===== src/shared/vector_map_consts.svh =====
/*
 Constants for the reset and interrupt vector address generator.
 Assumes inclusion by bare name from any design file.
*/
`ifndef VECTOR_MAP_CONSTS_SVH
`define VECTOR_MAP_CONSTS_SVH
// ----------------------------------------------------------------
// Address widths and counts
// ----------------------------------------------------------------
`define VEC_ADDR_W 12
`define VEC_SRC_N 25
`define VEC_NUM_W 5
// ----------------------------------------------------------------
// Addresses
// ----------------------------------------------------------------
`define VEC_RESET_ADDR 12'h000
`define VEC_TABLE_BASE 12'h001
`define VEC_BOOT_RESET_DEFAULT 12'hC00
// ----------------------------------------------------------------
// Vector numbers
// ----------------------------------------------------------------
`define VEC_RESET_NUM 5'h01
`define VEC_FIRST_IRQ_NUM 5'h02
// ----------------------------------------------------------------
// Fuse encoding
// ----------------------------------------------------------------
`define FUSE_PROGRAMMED 1'h0
`define FUSE_UNPROGRAMMED 1'h1
`endif


===== src/shared/vector_map_pkg.sv =====
/*
 Types for the vector address generator.
 Assumes vector_map_consts.svh is visible on the include path.
*/
`include "vector_map_consts.svh"
package vector_map_pkg;
	typedef logic [`VEC_ADDR_W-1:0] vec_addr_t;
	typedef logic [`VEC_SRC_N-1:0] vec_req_t;
	typedef logic [`VEC_NUM_W-1:0] vec_idx_t;
	typedef enum logic [1:0] {
		ST_RESET = 2'h0,
		ST_IDLE = 2'h1,
		ST_ACK = 2'h2
	} vec_state_t;
endpackage : vector_map_pkg


===== src/hw/vector_address_map.sv =====
/*
 Reset and interrupt vector address generator for an 8-bit core.
 Assumes the core acknowledges each dispatched vector and that
 requests are level, held by their sources until serviced.
*/
// Notes on behaviour
// - After any reset, execution is sent to the reset vector, at 0x000 while the boot fuse is unprogrammed.
// - External requests 0 and 1 use table offsets 0x001 and 0x002.
// - Pin-change requests 0, 1, 2 use offsets 0x003 to 0x005.
// - Watchdog time-out interrupt uses offset 0x006.
// - Second 8-bit timer compare A, compare B, overflow use 0x007 to 0x009.
// - 16-bit timer capture, compare A, compare B, overflow use 0x00A to 0x00D.
// - First 8-bit timer compare A, compare B, overflow use 0x00E to 0x010.
// - Serial transfer complete uses offset 0x011.
// - USART receive, buffer empty, transmit complete use 0x012 to 0x014.
// - ADC, EEPROM, comparator, two-wire, program store use 0x015 to 0x019.
// - Programmed boot fuse sends reset to the boot reset address.
// - Table select set adds boot section start to every interrupt vector address.
// - Fuse picks reset target, select bit picks table base, independently.
// - Fuse value 1 means unprogrammed, 0 means programmed.
`timescale 1ns/100ps
`default_nettype none
`include "vector_map_consts.svh"
module vector_address_map
	import vector_map_pkg::*;
(
	// Clock and reset
	input wire logic CLK,
	input wire logic RSTN,
	// Configuration
	input wire logic BOOT_RESET_SELECT_FUSE,
	input wire logic VECTOR_TABLE_SELECT,
	input wire logic [`VEC_ADDR_W-1:0] BOOT_RESET_ADDR,
	// Interrupt sources
	input wire logic EXTERNAL_REQUEST_0,
	input wire logic EXTERNAL_REQUEST_1,
	input wire logic PIN_CHANGE_REQUEST_0,
	input wire logic PIN_CHANGE_REQUEST_1,
	input wire logic PIN_CHANGE_REQUEST_2,
	input wire logic WATCHDOG_TIMEOUT,
	input wire logic TMR2_COMPARE_MATCH_A,
	input wire logic TMR2_COMPARE_MATCH_B,
	input wire logic TMR2_OVERFLOW,
	input wire logic TMR1_CAPTURE_EVENT,
	input wire logic TMR1_COMPARE_MATCH_A,
	input wire logic TMR1_COMPARE_MATCH_B,
	input wire logic TMR1_OVERFLOW,
	input wire logic TMR0_COMPARE_MATCH_A,
	input wire logic TMR0_COMPARE_MATCH_B,
	input wire logic TMR0_OVERFLOW,
	input wire logic SERIAL_TRANSFER_COMPLETE,
	input wire logic USART_RECEIVE_COMPLETE,
	input wire logic TRANSMIT_BUFFER_EMPTY,
	input wire logic USART_TRANSMIT_COMPLETE,
	input wire logic ADC_COMPLETE,
	input wire logic EEPROM_READY,
	input wire logic ANALOG_COMPARATOR,
	input wire logic TWO_WIRE_INTERFACE,
	input wire logic PROGRAM_STORE_READY,
	// Global enable from the core
	input wire logic GLOBAL_ENABLE,
	// Vector fetch handshake with the core
	output logic VEC_VALID,
	output logic [`VEC_ADDR_W-1:0] VEC_ADDR,
	output logic [`VEC_NUM_W-1:0] VEC_NUM,
	output logic VEC_IS_RESET,
	input wire logic VEC_ACK
);
	// ----------------------------------------------------------------
	// Request vector, bit k is vector number k+2
	// ----------------------------------------------------------------
	logic [`VEC_SRC_N-1:0] req;
	logic any;
	vec_idx_t idx;
	vec_addr_t reset_tgt;
	vec_addr_t table_base;
	vec_state_t state_q;
	vec_state_t state_d;
	vec_addr_t addr_q;
	vec_idx_t num_q;
	logic is_reset_q;

	// Order of the concatenation fixes the table layout
	assign req = {
		PROGRAM_STORE_READY, TWO_WIRE_INTERFACE, ANALOG_COMPARATOR,
		EEPROM_READY, ADC_COMPLETE,
		USART_TRANSMIT_COMPLETE, TRANSMIT_BUFFER_EMPTY,
		USART_RECEIVE_COMPLETE,
		SERIAL_TRANSFER_COMPLETE,
		TMR0_OVERFLOW, TMR0_COMPARE_MATCH_B, TMR0_COMPARE_MATCH_A,
		TMR1_OVERFLOW, TMR1_COMPARE_MATCH_B, TMR1_COMPARE_MATCH_A,
		TMR1_CAPTURE_EVENT,
		TMR2_OVERFLOW, TMR2_COMPARE_MATCH_B, TMR2_COMPARE_MATCH_A,
		WATCHDOG_TIMEOUT,
		PIN_CHANGE_REQUEST_2, PIN_CHANGE_REQUEST_1, PIN_CHANGE_REQUEST_0,
		EXTERNAL_REQUEST_1, EXTERNAL_REQUEST_0
	} & {`VEC_SRC_N{GLOBAL_ENABLE}};

	// ----------------------------------------------------------------
	// Submodules
	// ----------------------------------------------------------------
	vec_priority u_prio (
		.req(req),
		.any(any),
		.idx(idx)
	);

	vec_base_sel u_base (
		.fuse(BOOT_RESET_SELECT_FUSE),
		.tbl_sel(VECTOR_TABLE_SELECT),
		.boot_addr(BOOT_RESET_ADDR),
		.reset_tgt(reset_tgt),
		.table_base(table_base)
	);

	// ----------------------------------------------------------------
	// Dispatch state machine
	// ----------------------------------------------------------------
	// Reset vector is always offered first, before any interrupt
	always_comb begin
		state_d = state_q;
		case (state_q)
			ST_RESET: state_d = ST_ACK;
			ST_IDLE: begin
				if (any) begin
					state_d = ST_ACK;
				end
			end
			ST_ACK: begin
				if (VEC_ACK) begin
					state_d = ST_IDLE;
				end
			end
			default: state_d = ST_RESET;
		endcase
	end

	// State register
	always_ff @(posedge CLK or negedge RSTN) begin
		if (!RSTN) begin
			state_q <= ST_RESET;
		end else begin
			state_q <= state_d;
		end
	end

	// Address capture; held stable while waiting for the core
	always_ff @(posedge CLK or negedge RSTN) begin
		if (!RSTN) begin
			addr_q <= `VEC_RESET_ADDR;
			num_q <= `VEC_RESET_NUM;
			is_reset_q <= 1'b0;
		end else if (state_q == ST_RESET) begin
			addr_q <= reset_tgt;
			num_q <= `VEC_RESET_NUM;
			is_reset_q <= 1'b1;
		end else if (state_q == ST_IDLE && any) begin
			// Vector number idx+2, so base plus number minus one is base+idx+1
			addr_q <= table_base + {7'h00, idx};
			num_q <= idx + `VEC_FIRST_IRQ_NUM;
			is_reset_q <= 1'b0;
		end
	end

	// ----------------------------------------------------------------
	// Outputs
	// ----------------------------------------------------------------
	assign VEC_VALID = (state_q == ST_ACK);
	assign VEC_ADDR = addr_q;
	assign VEC_NUM = num_q;
	assign VEC_IS_RESET = is_reset_q;

	// A lone request lands on its own slot; one loop covers every source
	generate
		for (genvar k = 0; k < `VEC_SRC_N; k++) begin : g_slot

		end
	endgenerate
endmodule : vector_address_map
`default_nettype wire


===== src/hw/vec_priority.sv =====
/*
 Fixed priority picker over the 25 interrupt request lines.
 Assumes requests are already gated by their enables.
*/
`timescale 1ns/100ps
`default_nettype none
`include "vector_map_consts.svh"
module vec_priority
	import vector_map_pkg::*;
(
	// Requests, bit 0 is the lowest vector
	input wire logic [`VEC_SRC_N-1:0] req,
	// Result
	output logic any,
	output logic [`VEC_NUM_W-1:0] idx
);
	// Lowest index wins; scan from the top so the last hit stays
	always_comb begin
		any = 1'b0;
		idx = '0;
		for (int i = `VEC_SRC_N-1; i >= 0; i--) begin
			if (req[i]) begin
				any = 1'b1;
				idx = i[`VEC_NUM_W-1:0];
			end
		end
	end
endmodule : vec_priority
`default_nettype wire


===== src/hw/vec_base_sel.sv =====
/*
 Selects reset target and interrupt table base from fuse and select bit.
 Assumes boot reset address is stable while the core runs.
*/
`timescale 1ns/100ps
`default_nettype none
`include "vector_map_consts.svh"
module vec_base_sel
	import vector_map_pkg::*;
(
	// Configuration
	input wire logic fuse,
	input wire logic tbl_sel,
	input wire logic [`VEC_ADDR_W-1:0] boot_addr,
	// Bases
	output logic [`VEC_ADDR_W-1:0] reset_tgt,
	output logic [`VEC_ADDR_W-1:0] table_base
);
	// Fuse drives only the reset target, select bit only the table
	always_comb begin
		reset_tgt = (fuse == `FUSE_PROGRAMMED) ? boot_addr : `VEC_RESET_ADDR;
		table_base = tbl_sel ? (boot_addr + `VEC_TABLE_BASE) : `VEC_TABLE_BASE;
	end
endmodule : vec_base_sel
`default_nettype wire


===== config.mk =====
export PLATFORM = sky130hd
export DESIGN_NAME = vector_address_map
export DESIGN_NICKNAME = d
export VERILOG_FILES = /design/src/shared/vector_map_pkg.sv /design/src/hw/vector_address_map.sv /design/src/hw/vec_priority.sv /design/src/hw/vec_base_sel.sv
export VERILOG_INCLUDE_DIRS = /design/src /design/src/shared
export SDC_FILE = /design/constraint.sdc
export NUM_CORES = 1
export LEC_CHECK = 0
export BUFFER_PORTS_ARGS = -buffer_cell sky130_fd_sc_hd__buf_2
export CAP_MARGIN = 25
export CORE_MARGIN = 1
export CORE_UTILIZATION = 45
export CTS_CLUSTER_SIZE = 14
export DETAILED_ROUTE_END_ITERATION = 8
export HOLD_SLACK_MARGIN = 0.15
export PLACE_DENSITY = 0.72
export SKIP_LAST_GASP = 1
export SYNTH_ARGS = -nofsm -noshare
export SYNTH_HDL_FRONTEND = slang
export SYNTH_SLANG_ARGS = --single-unit

===== constraint.sdc =====
create_clock -name CLK -period 1.7 [get_ports CLK]
set_input_delay 0.255 -clock CLK [delete_from_list [all_inputs] [get_ports CLK]]
set_output_delay 0.255 -clock CLK [all_outputs]
set_load 0.02 [all_outputs]

==> out/qor.txt <==
Final WS setup - -1.07 ns
Dpl ws - -1.50 ns
Initial antenna violation count - 0
Unrepaired setup endpoints after global routing - yes
Netlist Area Pre-Place - 0.00190 mm2
Syn nets - 291
Primary FF master, synth - dfrtp_1
Final period util - 1.63
CP max stage delay - 0.36 ns
DRT Pass-1 Iters - 5
DRT Wirelength - 5820 um
Fillers - 297
Flops & latches, synth - 20
First-pass GRT wire length - 9120 um
Root Driver - clkbuf_8
Clk slew on worst S/H paths - 0.07 ns
Critical setup path kind - in -> reg
Vias - 2328
Startpoint Class - input pin
Detail Route Antenna Nets - 0
Worst path arrival time - 2.91 ns
Post-synth ARST share - 1.00
Top cell family by delay on the critical path - compound AO/OA/AOI/OAI gates
CTS Buffer Depth - 2
Crit-path slowest cell - fa_2
Area Overhead vs Synth - 58.3%
Setup violations, final - 19
Port bufs - 61
HPWL after detailed placement - 4200 um
Storage element area - 502 um2
Routability Congestion - 0.886
CTS buffer count - 3
Core area - 0.00403 mm2
Top cells by area, synth - dfrtp_1 25%, o21ai_0 5.3%, nor2_1 4.9%
WL per Instance - 13.8 um
Synth area leader - dfrtp_1
Syn avg cell area - 7.92 um2
Pwr/cell area - 693 mW/mm2
Worst skew pair latency - 0.26 ns
WP data required - 1.84 ns
Hold WS - 0.208 ns
Sw frac - 0.402
Post-synth top area share - 0.250
Synth warn - 0
Worst-Margin Slew - 0.429 ns
Final Hold Vio Count - 0
Post-synth EDFFs - 0
Die area - 0.00449 mm2
Worst Hold Class - in -> reg
N_diodes - 0
Design area - 0.00301 mm2
Leak - 1.45 nW
# rows - 23
Max-slew violations - 0
DP Area - 0.00270 mm2
Share of layout cells above drive strength 1 - 0.485
Net count of the finished layout - 423
Max Fclk - 361 MHz
Max Cap Violations - 0
Peak VDD IR - 283 uV
Top Ports - 62
CTS tree - yes
Chip height - 67.0 um
Status - finished with violations
Syn Inst Count - 240
# DRC - 0
Failing checks - setup timing
Vias in the first global route - 2069
Via/cell ratio - 5.53
GRT Overall Usage - 0.265
Setup TNS - -10.54 ns
Slew HR - 0.714
Die Span X - 67.0 um
Multi-input gate area - 0.00146 mm2
Crit path capture type - flip-flop
GRT Residual Overflow - 0
Seq/Total Area, Yosys - 0.264
Buffers & Inverters on Critical Path - 3
Worst reg-to-reg setup slack - 0.17 ns
Logic pwr share - 0.520
Initial DRC count - 147
Clock power share - 0.150
Number of H-tree levels - 1
Largest net degree at the start of global routing - 24
Clock Sink Count - 20
Critical-path cell list - buf_6 -> nand2b_4 -> a21oi_2 -> o21bai_1 -> a21oi_1 -> o211ai_1 -> a311oi_1 -> buf_4 -> ha_4 -> inv_2 -> fa_2 -> nor2b_4 -> o21ai_4 -> a21boi_2 -> o21ai_2 -> nor3_2 -> xor2_1 -> o21ai_1
Yosys cell types - 60
Final Skew - 0.00388 ns
Final Critical Period - 2.77 ns
Sequential share of power - 0.331
Initial Utilization - 0.472
Int Power - 1.25 mW
CP Max Fanout - 3
Sw Pwr - 0.839 mW
[per-layer routing]
layer,global-route usage,part of all wire,vias to the layer above
met5,0,0,-
met4,0.0904,0.019,0
met3,0.0291,0.058,13
met2,0.431,0.49,87
met1,0.359,0.44,1077
li1,-,-,1151
[cells in the final DEF (no fill, tap or decap), drive strengths merged, types with 2 or more instances in the layout]
cell and instances:
a211oi 4, a21boi 4, a21o 2, a21oi 13
a221oi 2, a22o 2, a31oi 7, a32oi 3
and2 5, and3 2, buf 134, clkbuf 5
dfrtp 19, ha 7, inv 12, nand2 26
nand2b 2, nand3 7, nand4 4, nor2 26
nor2b 3, nor3 9, o211ai 4, o21a 3
o21ai 23, o31ai 5, o41ai 5, or2b 2
or3 2, xnor2 8, xor2 5
[final timing paths]
| check | endpoint | depth (start not counted) | from |
|---|---|---|---|
| min in group asynchronous | VEC_IS_RESET$_DFFE_PN0P_ | 2 | RSTN |
| max in group asynchronous | VEC_NUM[0]$_DFFE_PN1P_ | 2 | RSTN |
| setup reg to reg | VEC_ADDR[7]$_DFFE_PN0P_ | 4 | state_q[0]$_DFFE_PN0P_ |
| setup / recovery | VEC_ADDR[10]$_DFFE_PN0P_ | 18 | ANALOG_COMPARATOR |
| hold / removal | state_q[1]$_DFFE_PN0P_ | 2 | VEC_ACK |
| hold reg to reg | VEC_NUM[3]$_DFFE_PN0P_ | 2 | VEC_NUM[3]$_DFFE_PN0P_ |
[cell type report]
class / count / area share
Clock buffer: 4 / 0.0150
Inverter: 12 / 0.0150
Multi-Input combinational cell: 199 / 0.484
Sequential cell: 20 / 0.167
Tap cell: 50 / 0.0208
Timing Repair Buffer: 136 / 0.299
[power groups by stage]
stage	Clock, mW	Sequential [mW]	Combinational [mW]
4_1_cts	0.315	0.690	1.03
3_5_place_dp	0	0.699	0.987
5_1_grt	0.339	0.705	1.18
3_3_place_gp	0	0.690	0.970
2_1_floorplan	0	0.853	0.396
6_report	0.312	0.689	1.08
[synth_stat cells, types with 7 or more instances]
master    n
inv_1    12
dfrtp_1  19
ha_1      7
a21oi_1  12
xnor2_1   8
nor3_1    8
a31oi_1   7
nand2_1  24
nor2_1   25
o21ai_0  20
nand3_1   7
[flip-flops by register name, indices dropped and copies added, names as in the netlist]
signal / count
VEC_NUM: 5
VEC_IS_RESET: 1
state_q: 2
VEC_ADDR: 12
[metrics by stage]
| stage | power (mW) | cells | utilization |
|---|---|---|---|
| final | 2.09 | 421 | 0.747 |
| after global routing | 2.22 | 421 | 0.747 |
| after floorplan | 1.25 | 240 | - |
| after global placement | 1.66 | 404 | 0.670 |
| after detailed placement | 1.69 | 404 | 0.670 |
| after CTS | 2.04 | 417 | 0.721 |
[kinds of logic after synthesis]
logic type	Yosys count	share of synthesized area
muxes	1	0.00527
and+or+nand+nor	94	0.248
DFF	20	0.264
adders and majority gates	8	0.0566
xor gates and xnor gates	13	0.0599
AOI/OAI and AO/OA	83	0.305
buffers and inverters	21	0.0606
[worst register-to-register path: stages (launching register included)]
cell and delay (ns):
dfrtp_1 0.47, or2_2 0.45, nor2_1 0.30, a32oi_1 0.11, o21ai_1 0.13
[timing repair]
item,4_1_cts,5_1_grt
pin swaps,28,18
gates resized for setup,20,15
setup endpoints to repair,19,20
gates cloned,0,0
hold buffers,1,0
hold endpoints to repair,19,0
buffers inserted,14,5
Power figures use the tool's default switching activity.
